### config.mk
export PLATFORM = sky130hd
export DESIGN_NAME = interrupt_vector_table_select
export DESIGN_NICKNAME = d
export VERILOG_FILES = /design/src/verilog/vector_table_pkg.sv /design/src/verilog/interrupt_vector_table_select.sv /design/src/verilog/natural_priority_pick.sv
export SDC_FILE = /design/constraint.sdc
export NUM_CORES = 1
export LEC_CHECK = 0
export BUFFER_PORTS_ARGS = -buffer_cell sky130_fd_sc_hd__buf_2
export CORE_AREA = 2 2 399 401
export DETAILED_ROUTE_END_ITERATION = 12
export DIE_AREA = 0 0 401 403
export PLACE_DENSITY_LB_ADDON = 0.15
export SYNTH_ARGS = -nofsm -noshare
export SYNTH_HDL_FRONTEND = slang
export SYNTH_SLANG_ARGS = --single-unit
### constraint.sdc
create_clock -name clk_i -period 144.5 [get_ports clk_i]
set_clock_uncertainty 0.05 [all_clocks]
set_input_delay 7.225 -clock clk_i [delete_from_list [all_inputs] [get_ports clk_i]]
set_output_delay 7.225 -clock clk_i [all_outputs]
set_load 0.005 [all_outputs]
### src/verilog/vector_table_pkg.sv
// Constants and types shared by the interrupt vector table selector.
// Assumes a 24-bit program address space and one system clock.
`default_nettype none

package vector_table_pkg;

	localparam int SLOT_COUNT = 128;
	localparam int SOURCE_COUNT = 118;
	localparam int LAST_SOURCE = 117;
	localparam int TRAP_COUNT = 8;
	localparam int FLAG_WORD_WIDTH = 16;
	localparam int FLAG_WORD_COUNT = 8;
	localparam int INDEX_WIDTH = 7;
	localparam int TRAP_INDEX_WIDTH = 3;
	localparam int LIMIT_WIDTH = 13;
	localparam int ADDR_WIDTH = 24;
	localparam int PAGE_SHIFT = 11;

	localparam logic [23:0] RESET_ADDRESS = 24'h000000;
	localparam logic [23:0] PAGE_SIZE = 24'h000800;
	localparam logic [23:0] TRAP_TABLE_OFFSET = 24'h000004;
	localparam logic [23:0] LAST_TRAP_OFFSET = 24'h000012;
	localparam logic [23:0] SOURCE_TABLE_OFFSET = 24'h000014;
	localparam logic [23:0] LAST_SOURCE_OFFSET = 24'h0000fe;
	localparam logic [23:0] DEFAULT_TABLE_BASE = 24'h000000;
	localparam logic [12:0] LIMIT_ONE = 13'h0001;

	// Trap slots 5 and 7 are reserved.
	localparam logic [7:0] TRAP_IMPLEMENTED = 8'h5f;

	// Request numbers with no vector, flag or enable.
	localparam logic [127:0] SOURCE_IMPLEMENTED = ~((128'h1 << 21) | (128'h1 << 34) | (128'h1 << 35) |
		(128'h1 << 52) | (128'h1 << 55) | (128'h1 << 56) | (128'h1 << 57) | (128'h1 << 74) |
		(128'h1 << 75) | (128'h1 << 76) | (128'h1 << 78) | (128'h1 << 79) | (128'h1 << 80) |
		(128'h1 << 92) | (128'h1 << 93) | (128'h3ff << 118));

	localparam logic [2:0] LEVEL_OFF = 3'h0;

	typedef logic [2:0] level_type;
	typedef logic [23:0] address_type;

endpackage : vector_table_pkg

`default_nettype wire

### src/verilog/interrupt_vector_table_select.sv
// Vector address generator with default and alternate vector table selection.
// Assumes requests, enables and control bits come from logic on clk_i; the core samples the outputs.
//
// How it works
// - With the alternate table enabled, every trap and interrupt vector comes from it.
// - Alternate table used only when configuration bit and run-time enable are both set.
// - No boot segment defined means the default table is always used.
// - Alternate base is the boot segment limit minus one, times 0x800.
// - Alternate table keeps every slot at the same offset as the default table.
// - Reset clears state, loads the fetch address with 000014h and forces the program counter to address zero.
// - Eight trap slots at word addresses 000004h through 000012h, fixed order.
// - Alternate trap slots at base plus 04h to 12h; first two words reserved.
// - Interrupt vector n sits at offset 000014h plus twice n, up to 117.
// - At equal user priority the lower vector number wins; request 0 highest.
// - Flag and enable of request n sit in word n/16, bit n mod 16.
// - Each vector entry is a 24-bit service routine start address.
// - All peripheral requests combine into one request to the core.
// - Seven user levels; ties within a level go by natural priority.
`default_nettype none

module interrupt_vector_table_select (
	input wire logic clk_i,
	input wire logic rstn_i,
	input wire logic alt_table_enable_i,
	input wire logic alt_table_config_bit_i,
	input wire logic boot_segment_defined_i,
	input wire logic [12:0] boot_segment_limit_i,
	input wire logic [127:0] source_request_i,
	input wire logic [127:0] source_flag_clear_i,
	input wire logic [127:0] source_enable_i,
	input wire vector_table_pkg::level_type [127:0] source_level_i,
	input wire vector_table_pkg::level_type cpu_level_i,
	input wire logic [7:0] trap_event_i,
	input wire logic [7:0] trap_clear_i,
	output logic [127:0] pending_flags_o,
	output logic [7:0] trap_flags_o,
	output logic interrupt_request_o,
	output logic vector_is_trap_o,
	output logic [6:0] vector_number_o,
	output logic [23:0] vector_fetch_address_o,
	output logic [23:0] alt_table_base_o,
	output logic alt_table_active_o,
	output logic pc_force_zero_o,
	output logic [23:0] pc_reset_address_o
);

	import vector_table_pkg::*;

	typedef struct packed {
		logic [127:0] pending;
		logic [7:0] traps;
		logic request;
		logic is_trap;
		logic [6:0] number;
		logic [23:0] fetch_address;
		logic [23:0] alt_base;
		logic alt_active;
		logic pc_zero;
	} state_type;

	state_type state;
	state_type next_state;

	logic [127:0] eligible;
	logic [127:0] level_winners;
	logic [2:0] best_level;
	logic source_found;
	logic [6:0] source_index;
	logic trap_found;
	logic [2:0] trap_index;
	logic use_alternate;
	logic [23:0] selected_base;
	logic [12:0] limit_less_one;

	// Offset of a slot inside either table; traps and sources share one layout.
	function automatic address_type slot_offset(input logic is_trap, input logic [6:0] number);
		address_type offset;
		offset = 24'({number, 1'b0});
		if (is_trap) begin
			slot_offset = TRAP_TABLE_OFFSET + offset;
		end else begin
			slot_offset = SOURCE_TABLE_OFFSET + offset;
		end
	endfunction : slot_offset

	// Gathers the sources that may interrupt and the highest level among them.
	always_comb begin
		eligible = state.pending & source_enable_i & SOURCE_IMPLEMENTED;
		best_level = LEVEL_OFF;
		for (int n = 0; n < SLOT_COUNT; n++) begin
			if (eligible[n] && source_level_i[n] > cpu_level_i && source_level_i[n] > best_level) begin
				best_level = source_level_i[n];
			end
		end
		level_winners = '0;
		for (int n = 0; n < SLOT_COUNT; n++) begin
			level_winners[n] = eligible[n] && (best_level != LEVEL_OFF) && (source_level_i[n] == best_level);
		end
	end

	natural_priority_pick #(
		.WIDTH(SLOT_COUNT),
		.INDEX_W(INDEX_WIDTH)
	) source_pick (
		.request_i(level_winners),
		.found_o(source_found),
		.index_o(source_index)
	);

	natural_priority_pick #(
		.WIDTH(TRAP_COUNT),
		.INDEX_W(TRAP_INDEX_WIDTH)
	) trap_pick (
		.request_i(state.traps),
		.found_o(trap_found),
		.index_o(trap_index)
	);

	// Table selection and base address.
	always_comb begin
		use_alternate = alt_table_enable_i && alt_table_config_bit_i && boot_segment_defined_i;
		limit_less_one = boot_segment_limit_i - LIMIT_ONE;
		selected_base = DEFAULT_TABLE_BASE;
		if (use_alternate) begin
			selected_base = 24'(limit_less_one) << PAGE_SHIFT;
		end
	end

	always_comb begin
		next_state = state;
		// A request arriving in the cycle of its clear wins over the clear.
		next_state.pending = ((state.pending & ~source_flag_clear_i) | source_request_i) & SOURCE_IMPLEMENTED;
		next_state.traps = ((state.traps & ~trap_clear_i) | trap_event_i) & TRAP_IMPLEMENTED;
		next_state.alt_active = use_alternate;
		next_state.alt_base = 24'(limit_less_one) << PAGE_SHIFT;
		next_state.pc_zero = 1'b0;
		next_state.request = trap_found || source_found;
		if (trap_found) begin
			next_state.is_trap = 1'b1;
			next_state.number = 7'(trap_index);
		end else if (source_found) begin
			next_state.is_trap = 1'b0;
			next_state.number = source_index;
		end
		next_state.fetch_address = selected_base + slot_offset(next_state.is_trap, next_state.number);
		if (!rstn_i) begin
			next_state = '0;
			next_state.pc_zero = 1'b1;
			next_state.fetch_address = DEFAULT_TABLE_BASE + SOURCE_TABLE_OFFSET;
		end
	end

	always_ff @(posedge clk_i) begin
		state <= next_state;
	end

	assign pending_flags_o = state.pending;
	assign trap_flags_o = state.traps;
	assign interrupt_request_o = state.request;
	assign vector_is_trap_o = state.is_trap;
	assign vector_number_o = state.number;
	assign vector_fetch_address_o = state.fetch_address;
	assign alt_table_base_o = state.alt_base;
	assign alt_table_active_o = state.alt_active;
	assign pc_force_zero_o = state.pc_zero;
	assign pc_reset_address_o = RESET_ADDRESS;

endmodule : interrupt_vector_table_select

`default_nettype wire

### src/verilog/natural_priority_pick.sv
// Picks the lowest set bit of a request vector: lowest number wins.
// Assumes its inputs come from logic on the same clock; purely combinational.
`default_nettype none

module natural_priority_pick #(
	parameter int WIDTH = 128,
	parameter int INDEX_W = 7
) (
	input wire logic [WIDTH-1:0] request_i,
	output logic found_o,
	output logic [INDEX_W-1:0] index_o
);

	if ((2 ** INDEX_W) < WIDTH || WIDTH < 1) begin : g_check
		$error("natural_priority_pick: index width too small for request width.");
	end

	always_comb begin
		found_o = 1'b0;
		index_o = '0;
		for (int n = WIDTH - 1; n >= 0; n--) begin
			if (request_i[n]) begin
				found_o = 1'b1;
				index_o = INDEX_W'(n);
			end
		end
	end

endmodule : natural_priority_pick

`default_nettype wire

; ---- Word level (Yosys, flattened, before mapping)
; Index checks and enable logic that the tools add are counted.
[word_totals]
register_bits = 168
out_inout_bits = 219
in_bits = 805
elab_cells = 1076
[op_classes]
n_addsub = 4
mux = 330
reduce_logical = 416
bitwise_logic = 7
n_eq_ne = 103
order_cmp = 206
[op_table]
columns = op, n
row1 = 7-bit two-way mux, 103
row2 = 3-bit greater-than comparator, 205
row3 = 1-bit logical AND, 414
row4 = 3-bit two-way mux, 111
row5 = 3-bit equality test, 103
row6 = 118-bit bitwise AND, 2
row7 = 118-bit inverter, 1
row8 = 118-bit bitwise OR, 1
row9 = 1-bit two-way mux, 112
row10 = 24-bit by 9-bit adder with 24-bit output, 1
row11 = 24-bit two-way mux, 1
row12 = 8-bit two-way mux, 2
row13 = "13-bit by 1-bit subtractor with 13-bit output, second input constant", 1
row14 = "3-bit by 8-bit adder with 9-bit output, first input constant", 1
row15 = "5-bit by 8-bit adder with 9-bit output, first input constant", 1
row16 = 9-bit two-way mux, 1
row17 = 7-bit bitwise AND, 1
row18 = 7-bit inverter, 1
row19 = 7-bit bitwise OR, 1
row20 = "3-bit by 1-bit greater-than comparator with 1-bit output, second input constant", 1
row21 = 3-bit nonzero test, 1
row22 = 1-bit logical OR, 1

; ---- Depth between registers and ports, before layout
[depth]
word_depth = 421
depth_mapped = 739
ltp_nobuf = 734

; ---- By module
; Synthesis repeated with hierarchy kept, for this count alone.
[unflattened]
hier_cells = 5185
area_unflattened_um2 = 35018.6
[by_module_without_submodules]
columns = mod, n_inst, cells_per_inst, area_each_um2, seq_area_each_um2
row1 = interrupt_vector_table_select, 1, 4871, 33317.0, 3062.9
row2 = natural_priority_pick (source_pick), 1, 301, 1621.6, 0.0
row3 = natural_priority_pick (trap_pick), 1, 13, 80.1, 0.0

; ---- Worst setup path after synthesis
; Ideal clock, no wire load.
[synth_path]
path_type = input to register
from = input cpu_level_i[2]
to = register state, in the netlist vector_fetch_address_o[7]
path_stages = 708
t_required_ns = 144.380
setup_ns = 0.070
t_arrival_ns = 131.002
setup_slack_ns = 13.378
n_path_buf = 6
cell_sequence = inv_1 -> ha_1 -> nand3_1 -> o2111ai_1 -> nor2_1 -> nand2_1 -> ha_1 -> a21oi_1 -> a22oi_4 -> a2111oi_4 -> nor2_1 -> ha_1 -> a21oi_1 -> a22oi_1 -> and2_1 -> buf_2 -> nor2_1 -> a21oi_1 -> [672 not listed] -> clkbuf_1 -> buf_1 -> clkbuf_1 -> buf_2 -> xnor2_1 -> nand3_1 -> o2111ai_2 -> nor4_2 -> nand3_2 -> nor3b_4 -> inv_1 -> mux2_2 -> and2_1 -> ha_1 -> inv_1 -> o41a_1 -> or3_1 -> a21oi_1
[synth_rtl]
columns = item, line
row1 = "start, declared", interrupt_vector_table_select.sv:32  ; input wire vector_table_pkg::level_type cpu_level_i,
row2 = "end signal, assigned", interrupt_vector_table_select.sv:154  ; state <= next_state;
row3 = "end, declared", interrupt_vector_table_select.sv:61  ; state_type state;

==> flow_metrics.tcl <==
set metrics [dict create \
    htree_num_levels 4 \
    die_area_sq_um 162000 \
    std_cell_rows 146 \
    dieWidth_um 401 \
    max_cap_viol_count 0 \
    ant_nets 0 \
    overflow 0 \
    fp.coreArea_sq_um 157000 \
    synthesis.area_sq_um 34700 \
    stdcell_count 8250 \
    critPathMostFrequentCell "ha_1" \
    start_kind "input pin" \
    end_kind "register" \
    totalPowerFinal_w 0.000528 \
    placedCellCount 8137 \
    ys_ff_latch 153 \
    fin_setup_tns_ns 0 \
    fin_crit_sh 0.945 \
    whs_ns 0.458 \
    die_y_um 403 \
    vias_per_cell 5.13 \
    num_vias 42300 \
    final_cell_mix "buf_2, nand2_1, nor2_1" \
    start_util 0.220 \
    grt_pass1_vias 39900 \
    hp-class "reg2reg" \
    r2r-end "vector_fetch_address_o[7]" \
    antenna_found_initial 84 \
    reg2reg_slack_ns 14.86 \
    path_class "in2reg" \
    grt_usage 0.217 \
    worst_slew_pin_slew_ns 1.15 \
    async_flop_share 0 \
    io_buffer_count 804 \
    final_common_cell "buf_2" \
    ff2ff_path_depth 725 \
    grt_pass1_wl_um 263000 \
    synth_warnings 0 \
    postSynthCellCount 5053 \
    critical_path_arrival_ns 136.96 \
    irDropWorstVdd_v 0.0000128 \
    slowest_delay_ns 0.53 \
    totalWireLength_um 184000 \
    clock-root-buffer "clkbuf_16" \
    clkLatencyLatePin_ns 0.59 \
    post-route-min-period_ns 136.52 \
    p_per_area_nw_per_um2 11.6 \
    p_leak_nw 21.0 \
    synth-seq-area-share 0.0883 \
    path_max_fanout 11 \
    clock-sinks 153 \
    path_clk_slew_ns 0.08 \
    grt_max_degree 67 \
    outcome "finished, final reports clean" \
    critPathSlowestCell "o41a_4" \
    synth.avg_cell_area_sq_um 6.87 \
    drv_slew 0 \
    finalHoldViolations 0 \
    cts_tree "done" \
    setup_viol 0 \
    yosysUniqueCellTypes 137 \
    cts_buffer_depth 2 \
    slew_headroom 0.222 \
    cp_data_required_time_ns 144.94 \
    synth_edf_count 0 \
    r2r-start "pending_flags_o[0]" \
    worstHoldEndpoint "pending_flags_o[26]" \
    cts-buffers-inserted 17 \
    io_pins 1024 \
    synth_ff_type "dfxtp_1" \
    post_drt_wl_per_cell_um 22.3 \
    gp_congestion 0.883 \
    utilization 0.289 \
    drc 0 \
    drt-initial-drc-count 2851 \
    worstHoldPathCells 2 \
    hp-start "pending_flags_o[26]" \
    area_delta_synth_final_pct 31.1 \
    drive_above_1_share 0.269 \
    drtPass1Iterations 5 \
    max_freq_ghz 0.00732 \
    dp_hpwl_um 152000 \
    nNetsFinal 7365 \
]
[routing by layer]
metal	part of all wire	GRT usage	vias up	wire [um]
met5	0.0013	0	-	231
met2	0.47	0.370	1172	86800
met1	0.46	0.285	20000	84300
met4	0.021	0.0525	36	3820
met3	0.047	0.0328	208	8710
li1	-	-	20900	-
[registers in the layout, indices dropped and copies added, names as in the netlist]
signal,count
pending_flags_o,103
vector_fetch_address_o,20
alt_table_base_o,13
vector_number_o,7
trap_flags_o,6
alt_table_active_o,1
interrupt_request_o,1
pc_force_zero_o,1
vector_is_trap_o,1
[power breakdown]
| part | internal (W) | switching [W] |
|---|---|---|
| sequential | 0.0000452 | 0.00000279 |
| clock | 0.0000228 | 0.0000264 |
| combinational | 0.000178 | 0.000253 |
[metrics by stage]
| stage | worst slack (ns) | area, sq um |
|---|---|---|
| floorplan | 13.38 | 34900 |
| global placement | 0.144 | 43200 |
| detailed placement | -0.797 | 43200 |
| CTS | 0.00759 | 43800 |
| global route | -0.797 | 45500 |
| finish | 7.98 | 45500 |
[worst max path at each step]
stage	startpoint	end	depth (start not counted)	slack, ns
floorplan	cpu_level_i[2]	vector_fetch_address_o[7]	708	13.38
finish	cpu_level_i[1]	vector_fetch_address_o[7]	729	7.98
CTS	cpu_level_i[1]	vector_fetch_address_o[7]	725	0.008
global route	cpu_level_i[1]	vector_fetch_address_o[7]	732	-0.80
detailed placement	cpu_level_i[1]	vector_fetch_address_o[6]	720	-0.80
global placement	cpu_level_i[1]	vector_fetch_address_o[6]	722	0.14
[final cells by class]
type | instances | area, sq um
multi-input cells | 4296 | 30000
clock inverters | 12 | 109
clock buffers | 18 | 439
well taps | 2072 | 2590
fillers | 17500 | 112000
inverters | 439 | 1670
flip-flops and latches | 153 | 3060
diodes | 27 | 67.6
repair buffers | 1233 | 7500
[worst max-delay path: cells and delay by family]
kind | cells | cell delay [ns]
buffers and inverters | 36 | 3.92
adders and majority gates | 127 | 36.89
xor gates and xnor gates | 1 | 0.15
AOI/OAI and AO/OA | 299 | 51.92
muxes | 19 | 5.20
and+or+nand+nor | 247 | 31.49
[timing repair]
item / in CTS / in global routing
hold buffers: 0 / 0
endpoints found under the setup margin: 6 / 16
cloned: 0 / 1
resized for setup: 9 / 301
pin swaps: 1 / 119
buffers inserted: 0 / 55
[cells by family (layout without fill, tap and decap cells)]
group / Yosys count / in the layout / share of synthesized area
AO/OA/AOI/OAI: 1653 / 1653 / 0.338
buffers and inverters: 668 / 1702 / 0.0869
multiplexers: 61 / 61 / 0.0189
AND/OR/NAND/NOR: 1895 / 1895 / 0.265
XOR/XNOR: 176 / 176 / 0.0444
flip-flops: 153 / 153 / 0.0883
adder cells (fa/ha/maj): 446 / 446 / 0.159
other: 1 / 92 / 0.000108
[cells in the mapped netlist, types with 16 or more instances]
cell type / number / share of area
mux2i_1: 36 / 0.010
mux2_2: 23 / 0.0075
clkbuf_1: 78 / 0.0084
o211ai_1: 68 / 0.015
maj3_1: 26 / 0.0075
a311oi_1: 98 / 0.025
a31oi_1: 63 / 0.011
or3_1: 37 / 0.0067
nand3_1: 232 / 0.033
ha_1: 420 / 0.15
nand2b_1: 25 / 0.0045
and3_1: 82 / 0.015
a21o_1: 125 / 0.027
o2111ai_1: 23 / 0.0058
nor2b_1: 41 / 0.0074
nor3_1: 102 / 0.015
o32ai_1: 23 / 0.0058
o41ai_1: 20 / 0.0050
nor4_1: 60 / 0.011
dfxtp_1: 153 / 0.088
a211o_1: 33 / 0.0083
and2_1: 109 / 0.020
nand3b_1: 16 / 0.0035
o21a_1: 80 / 0.017
a21oi_1: 378 / 0.055
buf_2: 34 / 0.0049
o21ai_1: 44 / 0.0063
a221oi_1: 23 / 0.0058
o21ai_0: 248 / 0.036
a22oi_1: 17 / 0.0037
o211a_1: 20 / 0.0058
nand2_1: 515 / 0.056
xnor2_1: 170 / 0.043
a211oi_1: 52 / 0.011
inv_1: 439 / 0.048
or2_2: 36 / 0.0065
nor2_1: 495 / 0.054
buf_4: 85 / 0.018
a21boi_0: 23 / 0.0050
o31ai_1: 38 / 0.0082
nand4_1: 60 / 0.011
(Power assumes the default switching activity.)
